===== src/serial_link_bist_regs.svh =====
`ifndef SERIAL_LINK_BIST_REGS_SVH
`define SERIAL_LINK_BIST_REGS_SVH

// --------------------------------------------------------------------------
// forward frame layout
// --------------------------------------------------------------------------
`define FRAME_BITS 35
`define FRAME_LAST 6'h22
`define FRAME_END 6'h23
`define LFSR_SEED 15'h7FFF

// --------------------------------------------------------------------------
// back channel frame layout
// --------------------------------------------------------------------------
`define BC_BITS 12
`define BC_LAST 4'hB
`define BC_TE_POS 11
`define BC_WAKE_POS 10
`define BC_OSC_POS 9
`define BC_CRC_MSB 3
`define CRC_POLY 4'h3
`define CRC_INIT 4'h0
`define CRC_ERR_MAX 8'hFF

// --------------------------------------------------------------------------
// timing
// --------------------------------------------------------------------------
`define CLK_FREQ_KHZ 25000
`define OSC_FREQ_KHZ 33000
`define LINK_HALF_PCLK 4'h4
`define LINK_HALF_OSC ((`CLK_FREQ_KHZ * 4) / `OSC_FREQ_KHZ)
`define BC_HALF 4'h8
`define LOCK_FRAMES 3'h4
`define LOCK_TIMEOUT 8'h40

// --------------------------------------------------------------------------
// strap and reset values
// --------------------------------------------------------------------------
`define STRAP_UPPER_EXPECT 3'h0
`define PASS_RESET 1'b0

`endif


===== src/serial_link_bist_pkg.sv =====
package serial_link_bist_pkg;
  `include "serial_link_bist_regs.svh"

  typedef enum logic [3:0] {
    ST_IDLE = 4'h1,
    ST_START = 4'h2,
    ST_CHECK = 4'h4,
    ST_HOLD = 4'h8
  } des_state_t;

  typedef logic [`FRAME_BITS-1:0] frame_t;
  typedef logic [14:0] lfsr_t;
  typedef logic [`BC_BITS-1:0] bc_word_t;

  function automatic logic scr_bit(input lfsr_t s);
    return s[14] ^ s[13];
  endfunction

  function automatic lfsr_t lfsr_next(input lfsr_t s);
    return {s[13:0], s[14] ^ s[13]};
  endfunction

  // crc over the eight control bits, msb first
  function automatic logic [3:0] crc_of(input logic [7:0] d);
    logic [3:0] c;
    logic fb;
    c = `CRC_INIT;
    for (int i = 7; i >= 0; i--) begin
      fb = c[3] ^ d[i];
      c = {c[2:0], 1'b0} ^ ({4{fb}} & `CRC_POLY);
    end
    return c;
  endfunction
endpackage


===== src/serial_link_bist_if.sv =====
`timescale 1ns/100ps
interface serial_link_bist_if;
  logic fwd_clk;
  logic fwd_data;
  logic fwd_sync;
  logic fwd_test;
  logic bc_clk;
  logic bc_data;
  logic bc_sync;

  modport des (
    input fwd_clk, fwd_data, fwd_sync, fwd_test,
    output bc_clk, bc_data, bc_sync
  );

  modport ser (
    output fwd_clk, fwd_data, fwd_sync, fwd_test,
    input bc_clk, bc_data, bc_sync
  );
endinterface


===== src/serial_link_bist_des.sv =====
// Operation
// - test starts from enable pin or config bit
// - clock from pixel clock or 33 MHz oscillator
// - test enable sent over back channel
// - wake remote serializer when it is inactive
// - serializer sends scrambled all-zeros at speed
// - both in test and locked: result high
// - errored frame drops result low briefly
// - enable low: stop, hold pass or fail
// - held result kept until new test or reset
// - test length set by enable pulse width
// - lock output valid throughout the test
// - straps: pin zero high, pins three-one low
// - enable low returns link to normal operation
// - serializer counts back channel crc errors
`timescale 1ns/100ps
`include "serial_link_bist_regs.svh"
module serial_link_bist_des import serial_link_bist_pkg::*; (
  input wire logic CLK_I,
  input wire logic RST_N_I,
  input wire logic SELF_TEST_ENABLE_PIN_I,
  input wire logic SELF_TEST_CLOCK_SELECT_PIN_I,
  input wire logic PCLK_PRESENT_I,
  input wire logic STRAP_PIN_ZERO_I,
  input wire logic [2:0] STRAP_PINS_UPPER_I,
  input wire logic CFG_SELF_TEST_I,
  input wire logic CFG_OSC_SEL_I,
  output logic PASS_O,
  output logic LOCK_O,
  output logic TEST_ACTIVE_O,
  output logic OSC_SEL_O,
  output logic [`FRAME_BITS-1:0] RX_DATA_O,
  output logic RX_VALID_O,
  serial_link_bist_if.des LINK
);

  // --------------------------------------------------------------------------
  // pin synchronisers
  // --------------------------------------------------------------------------
  localparam int NSYNC = 11;
  logic [NSYNC-1:0] sync_a;
  logic [NSYNC-1:0] sync_b;

  wire [NSYNC-1:0] raw = {SELF_TEST_ENABLE_PIN_I, SELF_TEST_CLOCK_SELECT_PIN_I,
                          PCLK_PRESENT_I, STRAP_PIN_ZERO_I, STRAP_PINS_UPPER_I,
                          LINK.fwd_clk, LINK.fwd_data, LINK.fwd_sync, LINK.fwd_test};

  always_ff @(posedge CLK_I) begin
    if (!RST_N_I) begin
      sync_a <= '0;
      sync_b <= '0;
    end else begin
      sync_a <= raw;
      sync_b <= sync_a;
    end
  end

  wire en_pin_s = sync_b[10];
  wire clksel_s = sync_b[9];
  wire pclk_s = sync_b[8];
  wire strap0_s = sync_b[7];
  wire [2:0] strap_up_s = sync_b[6:4];
  wire fclk_s = sync_b[3];
  wire fdata_s = sync_b[2];
  wire fsync_s = sync_b[1];
  wire ftest_s = sync_b[0];

  // --------------------------------------------------------------------------
  // forward frame receive and lock
  // --------------------------------------------------------------------------
  logic fclk_prev;
  logic [5:0] bit_idx;
  logic [2:0] lock_cnt;
  logic [7:0] idle_cnt;
  logic [`FRAME_BITS-2:0] shreg;
  lfsr_t lfsr;

  wire fclk_rise = fclk_s & ~fclk_prev;
  wire lfsr_t cur_lfsr = fsync_s ? lfsr_t'(`LFSR_SEED) : lfsr;
  // descrambling is data-independent, so payload zeros show directly
  wire dbit = fdata_s ^ scr_bit(cur_lfsr);
  wire frame_t frame_word = {dbit, shreg};
  wire frame_done = fclk_rise & ~fsync_s & (bit_idx == `FRAME_LAST);
  wire frame_err = |frame_word;
  wire timeout = idle_cnt == `LOCK_TIMEOUT;
  wire locked = lock_cnt == `LOCK_FRAMES;

  always_ff @(posedge CLK_I) begin
    if (!RST_N_I) begin
      fclk_prev <= 1'b0;
      bit_idx <= 6'h0;
      lock_cnt <= 3'h0;
      idle_cnt <= 8'h00;
      shreg <= '0;
      lfsr <= `LFSR_SEED;
    end else begin
      fclk_prev <= fclk_s;
      if (fclk_rise) begin
        idle_cnt <= 8'h00;
        shreg <= {dbit, shreg[`FRAME_BITS-2:1]};
        lfsr <= lfsr_next(cur_lfsr);
        // lock needs several sync marks at exact frame spacing
        if (fsync_s) begin
          bit_idx <= 6'h1;
          if (bit_idx != `FRAME_END) begin
            lock_cnt <= 3'h0;
          end else if (!locked) begin
            lock_cnt <= lock_cnt + 3'h1;
          end
        end else if (bit_idx == `FRAME_END || bit_idx == 6'h0) begin
          bit_idx <= 6'h0;
          lock_cnt <= 3'h0;
        end else begin
          bit_idx <= bit_idx + 6'h1;
        end
      end else if (timeout) begin
        // link clock gone: drop lock rather than keep a stale one
        bit_idx <= 6'h0;
        lock_cnt <= 3'h0;
      end else begin
        idle_cnt <= idle_cnt + 8'h01;
      end
    end
  end

  // --------------------------------------------------------------------------
  // test control
  // --------------------------------------------------------------------------
  des_state_t state;
  des_state_t next_state;
  logic req_prev;
  logic err_seen;
  logic pass;

  wire test_req = en_pin_s | CFG_SELF_TEST_I;
  wire req_rise = test_req & ~req_prev;
  wire strap_ok = strap0_s & (strap_up_s == `STRAP_UPPER_EXPECT);
  wire start = req_rise & strap_ok;
  wire in_test = (state == ST_START) | (state == ST_CHECK);
  wire bad_frame = (state == ST_CHECK) & frame_done & frame_err;

  always_comb begin
    next_state = state;
    case (state)
      ST_IDLE: begin
        if (start) begin
          next_state = ST_START;
        end
      end
      ST_START: begin
        if (!test_req) begin
          next_state = ST_IDLE;
        end else if (locked && ftest_s) begin
          next_state = ST_CHECK;
        end
      end
      ST_CHECK: begin
        if (!test_req) begin
          next_state = ST_HOLD;
        end
      end
      ST_HOLD: begin
        if (start) begin
          next_state = ST_START;
        end
      end
      default: begin
        next_state = ST_IDLE;
      end
    endcase
  end

  always_ff @(posedge CLK_I) begin
    if (!RST_N_I) begin
      state <= ST_IDLE;
      req_prev <= 1'b0;
      err_seen <= 1'b0;
      pass <= `PASS_RESET;
    end else begin
      state <= next_state;
      req_prev <= test_req;
      if (start) begin
        err_seen <= 1'b0;
      end else if (bad_frame) begin
        err_seen <= 1'b1;
      end
      case (next_state)
        ST_CHECK: pass <= ~bad_frame;
        ST_HOLD: pass <= ~(err_seen | bad_frame);
        default: pass <= `PASS_RESET;
      endcase
    end
  end

  // --------------------------------------------------------------------------
  // back channel transmit
  // --------------------------------------------------------------------------
  logic [3:0] half_cnt;
  logic bclk;
  logic [3:0] bc_idx;
  bc_word_t bc_word;

  // no pixel clock forces the oscillator
  wire osc_sel = clksel_s | CFG_OSC_SEL_I | ~pclk_s;
  wire wake = (state == ST_START) & ~locked;
  wire [7:0] ctl = {in_test, wake, osc_sel, 5'h00};
  wire bc_word_t next_bc_word = {ctl, crc_of(ctl)};
  wire toggle = half_cnt == `BC_HALF - 4'h1;
  wire fall = toggle & bclk;
  wire load = fall & (bc_idx == `BC_LAST);

  always_ff @(posedge CLK_I) begin
    if (!RST_N_I) begin
      half_cnt <= 4'h0;
      bclk <= 1'b0;
      bc_idx <= `BC_LAST;
      bc_word <= '0;
      LINK.bc_clk <= 1'b0;
      LINK.bc_data <= 1'b0;
      LINK.bc_sync <= 1'b0;
    end else begin
      half_cnt <= toggle ? 4'h0 : half_cnt + 4'h1;
      bclk <= toggle ? ~bclk : bclk;
      LINK.bc_clk <= toggle ? ~bclk : bclk;
      // data moves on the falling edge so the far end samples mid-bit
      if (load) begin
        bc_idx <= 4'h0;
        bc_word <= {next_bc_word[`BC_BITS-2:0], 1'b0};
        LINK.bc_data <= next_bc_word[`BC_BITS-1];
        LINK.bc_sync <= 1'b1;
      end else if (fall) begin
        bc_idx <= bc_idx + 4'h1;
        bc_word <= {bc_word[`BC_BITS-2:0], 1'b0};
        LINK.bc_data <= bc_word[`BC_BITS-1];
        LINK.bc_sync <= 1'b0;
      end
    end
  end

  // --------------------------------------------------------------------------
  // outputs
  // --------------------------------------------------------------------------
  always_ff @(posedge CLK_I) begin
    if (!RST_N_I) begin
      PASS_O <= `PASS_RESET;
      LOCK_O <= 1'b0;
      TEST_ACTIVE_O <= 1'b0;
      OSC_SEL_O <= 1'b0;
      RX_DATA_O <= '0;
      RX_VALID_O <= 1'b0;
    end else begin
      PASS_O <= pass;
      LOCK_O <= locked;
      TEST_ACTIVE_O <= in_test;
      OSC_SEL_O <= osc_sel;
      // functional data only outside a test run
      RX_VALID_O <= frame_done & locked & ~in_test;
      if (frame_done && locked && !in_test) begin
        RX_DATA_O <= frame_word;
      end
    end
  end
endmodule


===== src/flat_wrapper.sv =====
// flat-port wrapper written by rule: the top's interface ports become plain ports
module serial_link_bist_des_flat import serial_link_bist_pkg::*;
  (CLK_I, RST_N_I, SELF_TEST_ENABLE_PIN_I, SELF_TEST_CLOCK_SELECT_PIN_I, PCLK_PRESENT_I, STRAP_PIN_ZERO_I, STRAP_PINS_UPPER_I, CFG_SELF_TEST_I, CFG_OSC_SEL_I, PASS_O, LOCK_O, TEST_ACTIVE_O, OSC_SEL_O, RX_DATA_O, RX_VALID_O, LINK_fwd_clk, LINK_fwd_data, LINK_fwd_sync, LINK_fwd_test, LINK_bc_clk, LINK_bc_data, LINK_bc_sync);
  serial_link_bist_if LINK_i ();
  input wire logic CLK_I;
  input wire logic RST_N_I;
  input wire logic SELF_TEST_ENABLE_PIN_I;
  input wire logic SELF_TEST_CLOCK_SELECT_PIN_I;
  input wire logic PCLK_PRESENT_I;
  input wire logic STRAP_PIN_ZERO_I;
  input wire logic [2:0] STRAP_PINS_UPPER_I;
  input wire logic CFG_SELF_TEST_I;
  input wire logic CFG_OSC_SEL_I;
  output logic PASS_O;
  output logic LOCK_O;
  output logic TEST_ACTIVE_O;
  output logic OSC_SEL_O;
  output logic [`FRAME_BITS-1:0] RX_DATA_O;
  output logic RX_VALID_O;
  input wire logic [$bits(LINK_i.fwd_clk)-1:0] LINK_fwd_clk;
  input wire logic [$bits(LINK_i.fwd_data)-1:0] LINK_fwd_data;
  input wire logic [$bits(LINK_i.fwd_sync)-1:0] LINK_fwd_sync;
  input wire logic [$bits(LINK_i.fwd_test)-1:0] LINK_fwd_test;
  output wire logic [$bits(LINK_i.bc_clk)-1:0] LINK_bc_clk;
  output wire logic [$bits(LINK_i.bc_data)-1:0] LINK_bc_data;
  output wire logic [$bits(LINK_i.bc_sync)-1:0] LINK_bc_sync;
  assign LINK_i.fwd_clk = LINK_fwd_clk;
  assign LINK_i.fwd_data = LINK_fwd_data;
  assign LINK_i.fwd_sync = LINK_fwd_sync;
  assign LINK_i.fwd_test = LINK_fwd_test;
  assign LINK_bc_clk = LINK_i.bc_clk;
  assign LINK_bc_data = LINK_i.bc_data;
  assign LINK_bc_sync = LINK_i.bc_sync;
  serial_link_bist_des u_core (.CLK_I(CLK_I), .RST_N_I(RST_N_I), .SELF_TEST_ENABLE_PIN_I(SELF_TEST_ENABLE_PIN_I), .SELF_TEST_CLOCK_SELECT_PIN_I(SELF_TEST_CLOCK_SELECT_PIN_I), .PCLK_PRESENT_I(PCLK_PRESENT_I), .STRAP_PIN_ZERO_I(STRAP_PIN_ZERO_I), .STRAP_PINS_UPPER_I(STRAP_PINS_UPPER_I), .CFG_SELF_TEST_I(CFG_SELF_TEST_I), .CFG_OSC_SEL_I(CFG_OSC_SEL_I), .PASS_O(PASS_O), .LOCK_O(LOCK_O), .TEST_ACTIVE_O(TEST_ACTIVE_O), .OSC_SEL_O(OSC_SEL_O), .RX_DATA_O(RX_DATA_O), .RX_VALID_O(RX_VALID_O), .LINK(LINK_i));
endmodule

===== config.mk =====
export PLATFORM = sky130hd
export DESIGN_NAME = serial_link_bist_des_flat
export DESIGN_NICKNAME = d
export VERILOG_FILES = /design/src/serial_link_bist_pkg.sv /design/src/serial_link_bist_if.sv /design/src/serial_link_bist_des.sv /design/src/flat_wrapper.sv
export VERILOG_INCLUDE_DIRS = /design/src
export SDC_FILE = /design/constraint.sdc
export NUM_CORES = 1
export LEC_CHECK = 0
export BUFFER_PORTS_ARGS = -buffer_cell sky130_fd_sc_hd__buf_2
export CAP_MARGIN = 25
export CORE_UTILIZATION = 25
export CTS_CLUSTER_DIAMETER = 50
export DETAILED_ROUTE_END_ITERATION = 10
export PLACE_DENSITY = 0.4
export SKIP_LAST_GASP = 1
export SYNTH_ARGS = -nofsm -noshare
export SYNTH_HDL_FRONTEND = slang
export SYNTH_SLANG_ARGS = --single-unit
export TNS_END_PERCENT = 20

===== constraint.sdc =====
create_clock -name CLK_I -period 2.75 [get_ports CLK_I]
set_input_delay 0.275 -clock CLK_I [delete_from_list [all_inputs] [get_ports CLK_I]]
set_output_delay 0.275 -clock CLK_I [all_outputs]
set_load 0.1 [all_outputs]

== Word level (Yosys, flattened, before mapping) ==
Index checks and enable logic that the tools add are counted.
Word-level totals
  register bits after elaboration: 158
  logic and storage cells: 125
  output and inout bits: 43
Cells by class
  reduce and logical (&&, ||, !) cells: 16
  eq/ne operators: 15
  muxes and demuxes: 25
  bitwise logic cells: 38
  add/subtract/negate cells: 5
Operators with widths (number)
  35-bit OR reduction: 1
  12-bit two-way mux: 2
  4-bit two-way mux: 6
  6-bit two-way mux: 4
  4-bit by 2-bit bitwise XOR with 4-bit output: 6
  3-bit two-way mux: 6
  15-bit two-way mux: 1
  1-bit bitwise AND: 13
  4-bit by 3-bit equality test with 1-bit output (second input constant): 3
  4-bit equality test (second input constant): 3
  6-bit equality test (second input constant): 2
  4-bit one-hot mux with 3 select lines: 1
  1-bit inverter: 10
  2-bit OR reduction: 5
  4-bit by 1-bit adder with 4-bit output (second input constant): 2
  8-bit by 1-bit adder with 8-bit output (second input constant): 1
  8-bit by 7-bit equality test with 1-bit output (second input constant): 1
  6-bit by 1-bit adder with 6-bit output (second input constant): 1
  6-bit zero test: 1
  6-bit != test (second input constant): 1
  1-bit OR: 5
  4-bit by 1-bit equality test with 1-bit output (second input constant): 1
  4-bit by 2-bit equality test with 1-bit output (second input constant): 1
  1-bit two-way mux: 4
  14 further kinds: 18

== Logic depth before layout (Yosys ltp) ==
  depth after elaboration: 11
  depth in mapped cells: 8
  gate-level depth less buffers: 7

== Least setup slack after synthesis ==
No wires, ideal clock.
  path type: reg-to-reg
  from: register, netlist name u_core.LINK.bc_clk
  to: register u_core.bc_idx[0]
  data arrival time: 1.976 ns
  data required time: 2.624 ns
  buffers on the path: 2
  cell stages (with the launch flop): 7
  slack: 0.648 ns
  cells stage by stage: dfxtp_1 inv_1 or2_2 clkbuf_1 clkbuf_1 a21oi_1 nand2_1
RTL lines
  end signal: assignment: line serial_link_bist_des.sv:216  | bc_idx <= `BC_LAST;
  end signal: assignment: line serial_link_bist_des.sv:232  | bc_idx <= bc_idx + 4'h1;
  end: declaration: line serial_link_bist_des.sv:200  | logic [3:0] bc_idx;

== Final worst setup path ==
  from: register u_core.idle_cnt[0]
  to: register u_core.lock_cnt[0]
On the way
  word-level cells in the longest chain between the ends: 3
Ends and longest elaborated chain
  start: declaration: line serial_link_bist_des.sv:74  | logic [7:0] idle_cnt;
  start signal: assignment: line serial_link_bist_des.sv:121  | idle_cnt <= idle_cnt + 8'h01;
  8-bit by 7-bit equality test with 1-bit output (no source line)
  2-bit nonzero test (no source line)
  3-bit AND reduction (no source line)
  end signal: assignment: line serial_link_bist_des.sv:108  | lock_cnt <= lock_cnt + 3'h1;
  end: declaration: line serial_link_bist_des.sv:73  | logic [2:0] lock_cnt;
No other way between the ends.
A chain may end at the register's enable or synchronous reset.

==> flow_metrics.env <==
export IMPL_multi_input_comb_area_um2=2596
export IMPL_dp_hpwl_um=8732
export IMPL_die_w_um=156.7
export IMPL_fin_skew_ns=0.01205
export IMPL_grt_pass1_vias=4610
export IMPL_maxSlewHeadroom_pct=48.99
export IMPL_die_h_um=156.7
export IMPL_cts_buffers=17
export IMPL_final_cell_mix="nand2_1 (171), dfxtp_1 (158), a21oi_1 (91)"
export IMPL_drive_gt1_share_pct=14.77
export IMPL_cp_max_fo=9
export IMPL_drtPass1Iterations=4
export IMPL_fin_crit_ns=2.094
export IMPL_run_status="complete, no violations"
export IMPL_yosysSeqAreaShare_pct=52.84
export IMPL_cts_hold_buf=0
export IMPL_async_reset_ff_share_pct=0
export IMPL_arrival_ns=2.38
export IMPL_critPathRequiredTime_ns=3.04
export IMPL_core_area_um2=23470
export IMPL_synth_seq_cells=158
export IMPL_ant_nets=0
export IMPL_startpoint_type="flip-flop"
export IMPL_port_buffers=57
export IMPL_grt_max_degree=50
export IMPL_synth_top_family_by_area="simple AND/OR/NAND/NOR gates"
export IMPL_drv_cap=0
export IMPL_antenna_found_initial=0
export IMPL_rsz0062_at_grt="false"
export IMPL_num_rows=56
export IMPL_ctsHtreeMaxLevel=4
export IMPL_clock_fmax_ghz=0.4775
export IMPL_cts_sinks=158
export IMPL_cts_root_buf="clkbuf_16"
export IMPL_cp_end_kind="flip-flop"
export IMPL_path_clk_slew_ns=0.06
export IMPL_syn_inst=708
export IMPL_fin_cells=1084
export IMPL_cellPowerDensity_nw_per_um2=693.5
export IMPL_nNetsFinal=777
export IMPL_start_util_pct=25.50
export IMPL_slew_violations=0
export IMPL_synth_adder_area_share_pct=1.881
export IMPL_synth_top_area_share_pct=52.84
export IMPL_routedWlPerCell_um=12.12
export IMPL_io_pins=58
export IMPL_postCtsSetupRepairBufs=0
export IMPL_setup_viol=0
export IMPL_cts_buffer_depth=2
export IMPL_fillers=2520
export IMPL_synth_top_cell_by_area="dfxtp_1"
export IMPL_cts_tree="done"
export IMPL_dieArea_um2=24570
export IMPL_hold_viol=0
export IMPL_place_inst=1053
export IMPL_vdd_drop_max_mv=0.3795
export IMPL_synth_xor_area_share_pct=2.341
export IMPL_worst_pin_slew_ns=0.7635
export IMPL_fin_total_pwr_mw=5.004
export IMPL_syn_area_um2=5986
export IMPL_fin_setup_tns_ns=0
export IMPL_drcViolationCount=0
export IMPL_area_growth_pct=20.55
export IMPL_grt_pass1_wl_um=22050
export IMPL_synth_edf_count=0
export IMPL_syn_avg_cell_area_um2=8.454
export IMPL_post_route_util_pct=30.74
export IMPL_synth_warnings=0
export IMPL_gp_congestion=0.7683
export IMPL_synth_area_leaders="dfxtp_1 (53%), nand2_1 (11%), a21oi_1 (7.6%), nor2_1 (3.1%), and2_1 (2.8%)"
export IMPL_synth_cell_type_count=52
export IMPL_finalCritPeriodShare_pct=76.16
export IMPL_synth_compound_area_share_pct=12.86
export IMPL_overflow=0
export IMPL_layout_commonest_cell="nand2_1"
export IMPL_yosys_area_share_simple_pct=25.65
export IMPL_yosys_most_used_dff="dfxtp_1"
export IMPL_cts_resized_gates=0
export IMPL_seq_area_um2=3163
export IMPL_viasPerCell=4.428
export IMPL_drt_initial_drc_count=220
export IMPL_vias=4800
export IMPL_synthMuxAreaShare_pct=0.5226
export IMPL_crit_type="flip-flop to flip-flop"
export IMPL_hold_class="input port to flip-flop"
export IMPL_insertion_delay_ns=0.42
export IMPL_grt_use_total_pct=11.34
export IMPL_syn_num_nets=732
export IMPL_leakage_nw=2.661
export IMPL_antennaDiodeCount=0
export IMPL_routed_wl_um=13140
-- kinds of logic (layout without fill, tap and decap cells) --
kind of cell | Yosys count | in the layout
fa+ha+maj | 9 | 9
flops | 158 | 158
compound gates | 138 | 138
xor+xnor | 16 | 16
mux | 3 | 3
buf+inv | 52 | 109
simple gates | 332 | 332
-- worst max-delay path: stages, from the launching register on --
cell      delay (ns)
dfxtp_1         0.36
inv_1           0.09
ha_1            0.14
nor4bb_1        0.44
a21oi_1         0.33
a311oi_1        0.35
mux2_2          0.21
nor2_1          0.04
-- flip-flops by register name, summed over array words and instances (netlist names), 3 cells and up --
signal / flops
u_core.bc_idx: 4
u_core.state: 4
u_core.bc_word: 11
u_core.lock_cnt: 3
u_core.sync_a: 11
u_core.RX_DATA_O: 35
u_core.bit_idx: 6
u_core.idle_cnt: 8
u_core.lfsr: 15
u_core.half_cnt: 4
u_core.sync_b: 11
u_core.shreg: 34
-- worst paths after layout --
check | slack (ns) | from | cells after the start | to
max reg2reg | 0.66 | u_core.idle_cnt[0] | 7 | u_core.lock_cnt[0]
min | 0.06 | PCLK_PRESENT_I | 2 | u_core.sync_a[8]
min reg2reg | 0.43 | u_core.sync_a[10] | 1 | u_core.sync_b[10]
max | 0.66 | u_core.idle_cnt[0] | 7 | u_core.lock_cnt[0]
-- power breakdown --
part / internal (mW) / switching (mW) / total, mW
clock network: 1.57 / 0.955 / 2.53
logic: 0.0468 / 0.0933 / 0.140
registers: 2.32 / 0.0199 / 2.34
-- Yosys cell counts (all sizes together), types with 3 or more instances --
master,count
nand3b,4
dfxtp,158
and2,27
nand2,171
a21oi,91
inv,9
o21ai,25
buf,10
clkbuf,33
a311oi,3
nor2,50
and3,5
nor4,10
xor2,6
or3,3
a211oi,6
ha,9
nand3,23
nor4b,3
nand2b,3
xnor2,10
nor3,21
-- final cells by class --
| class | instances | area share (%) |
|---|---|---|
| sequential | 158 | 43.84 |
| multi-input combinational | 498 | 35.98 |
| clock buffer | 19 | 6.277 |
| tap | 319 | 5.531 |
| timing repair buffer | 69 | 5.375 |
| clock inverter | 12 | 2.532 |
| inverter | 9 | 0.4682 |
-- stage by stage --
step	hold WS (ns)	cell area, um2	worst slack, ns
after global placement	0.4171	6580	0.6426
after global routing	0.03891	7216	0.4170
after CTS	0.02681	7216	0.6038
after detailed placement	0.4229	6580	0.6213
after floorplan	0.4023	5986	0.6476
final	0.05589	7216	0.6556
-- routing by layer --
layer / vias up / GRT usage (%) / share of wire [%]
li1: 2469 / - / -
met1: 2224 / 13.80 / 49
met2: 93 / 19.05 / 46
met3: 14 / 3.074 / 3.7
met4: 0 / 4.108 / 1.4
met5: - / 0 / 0
Note: power is estimated with default switching activity, not from simulation.
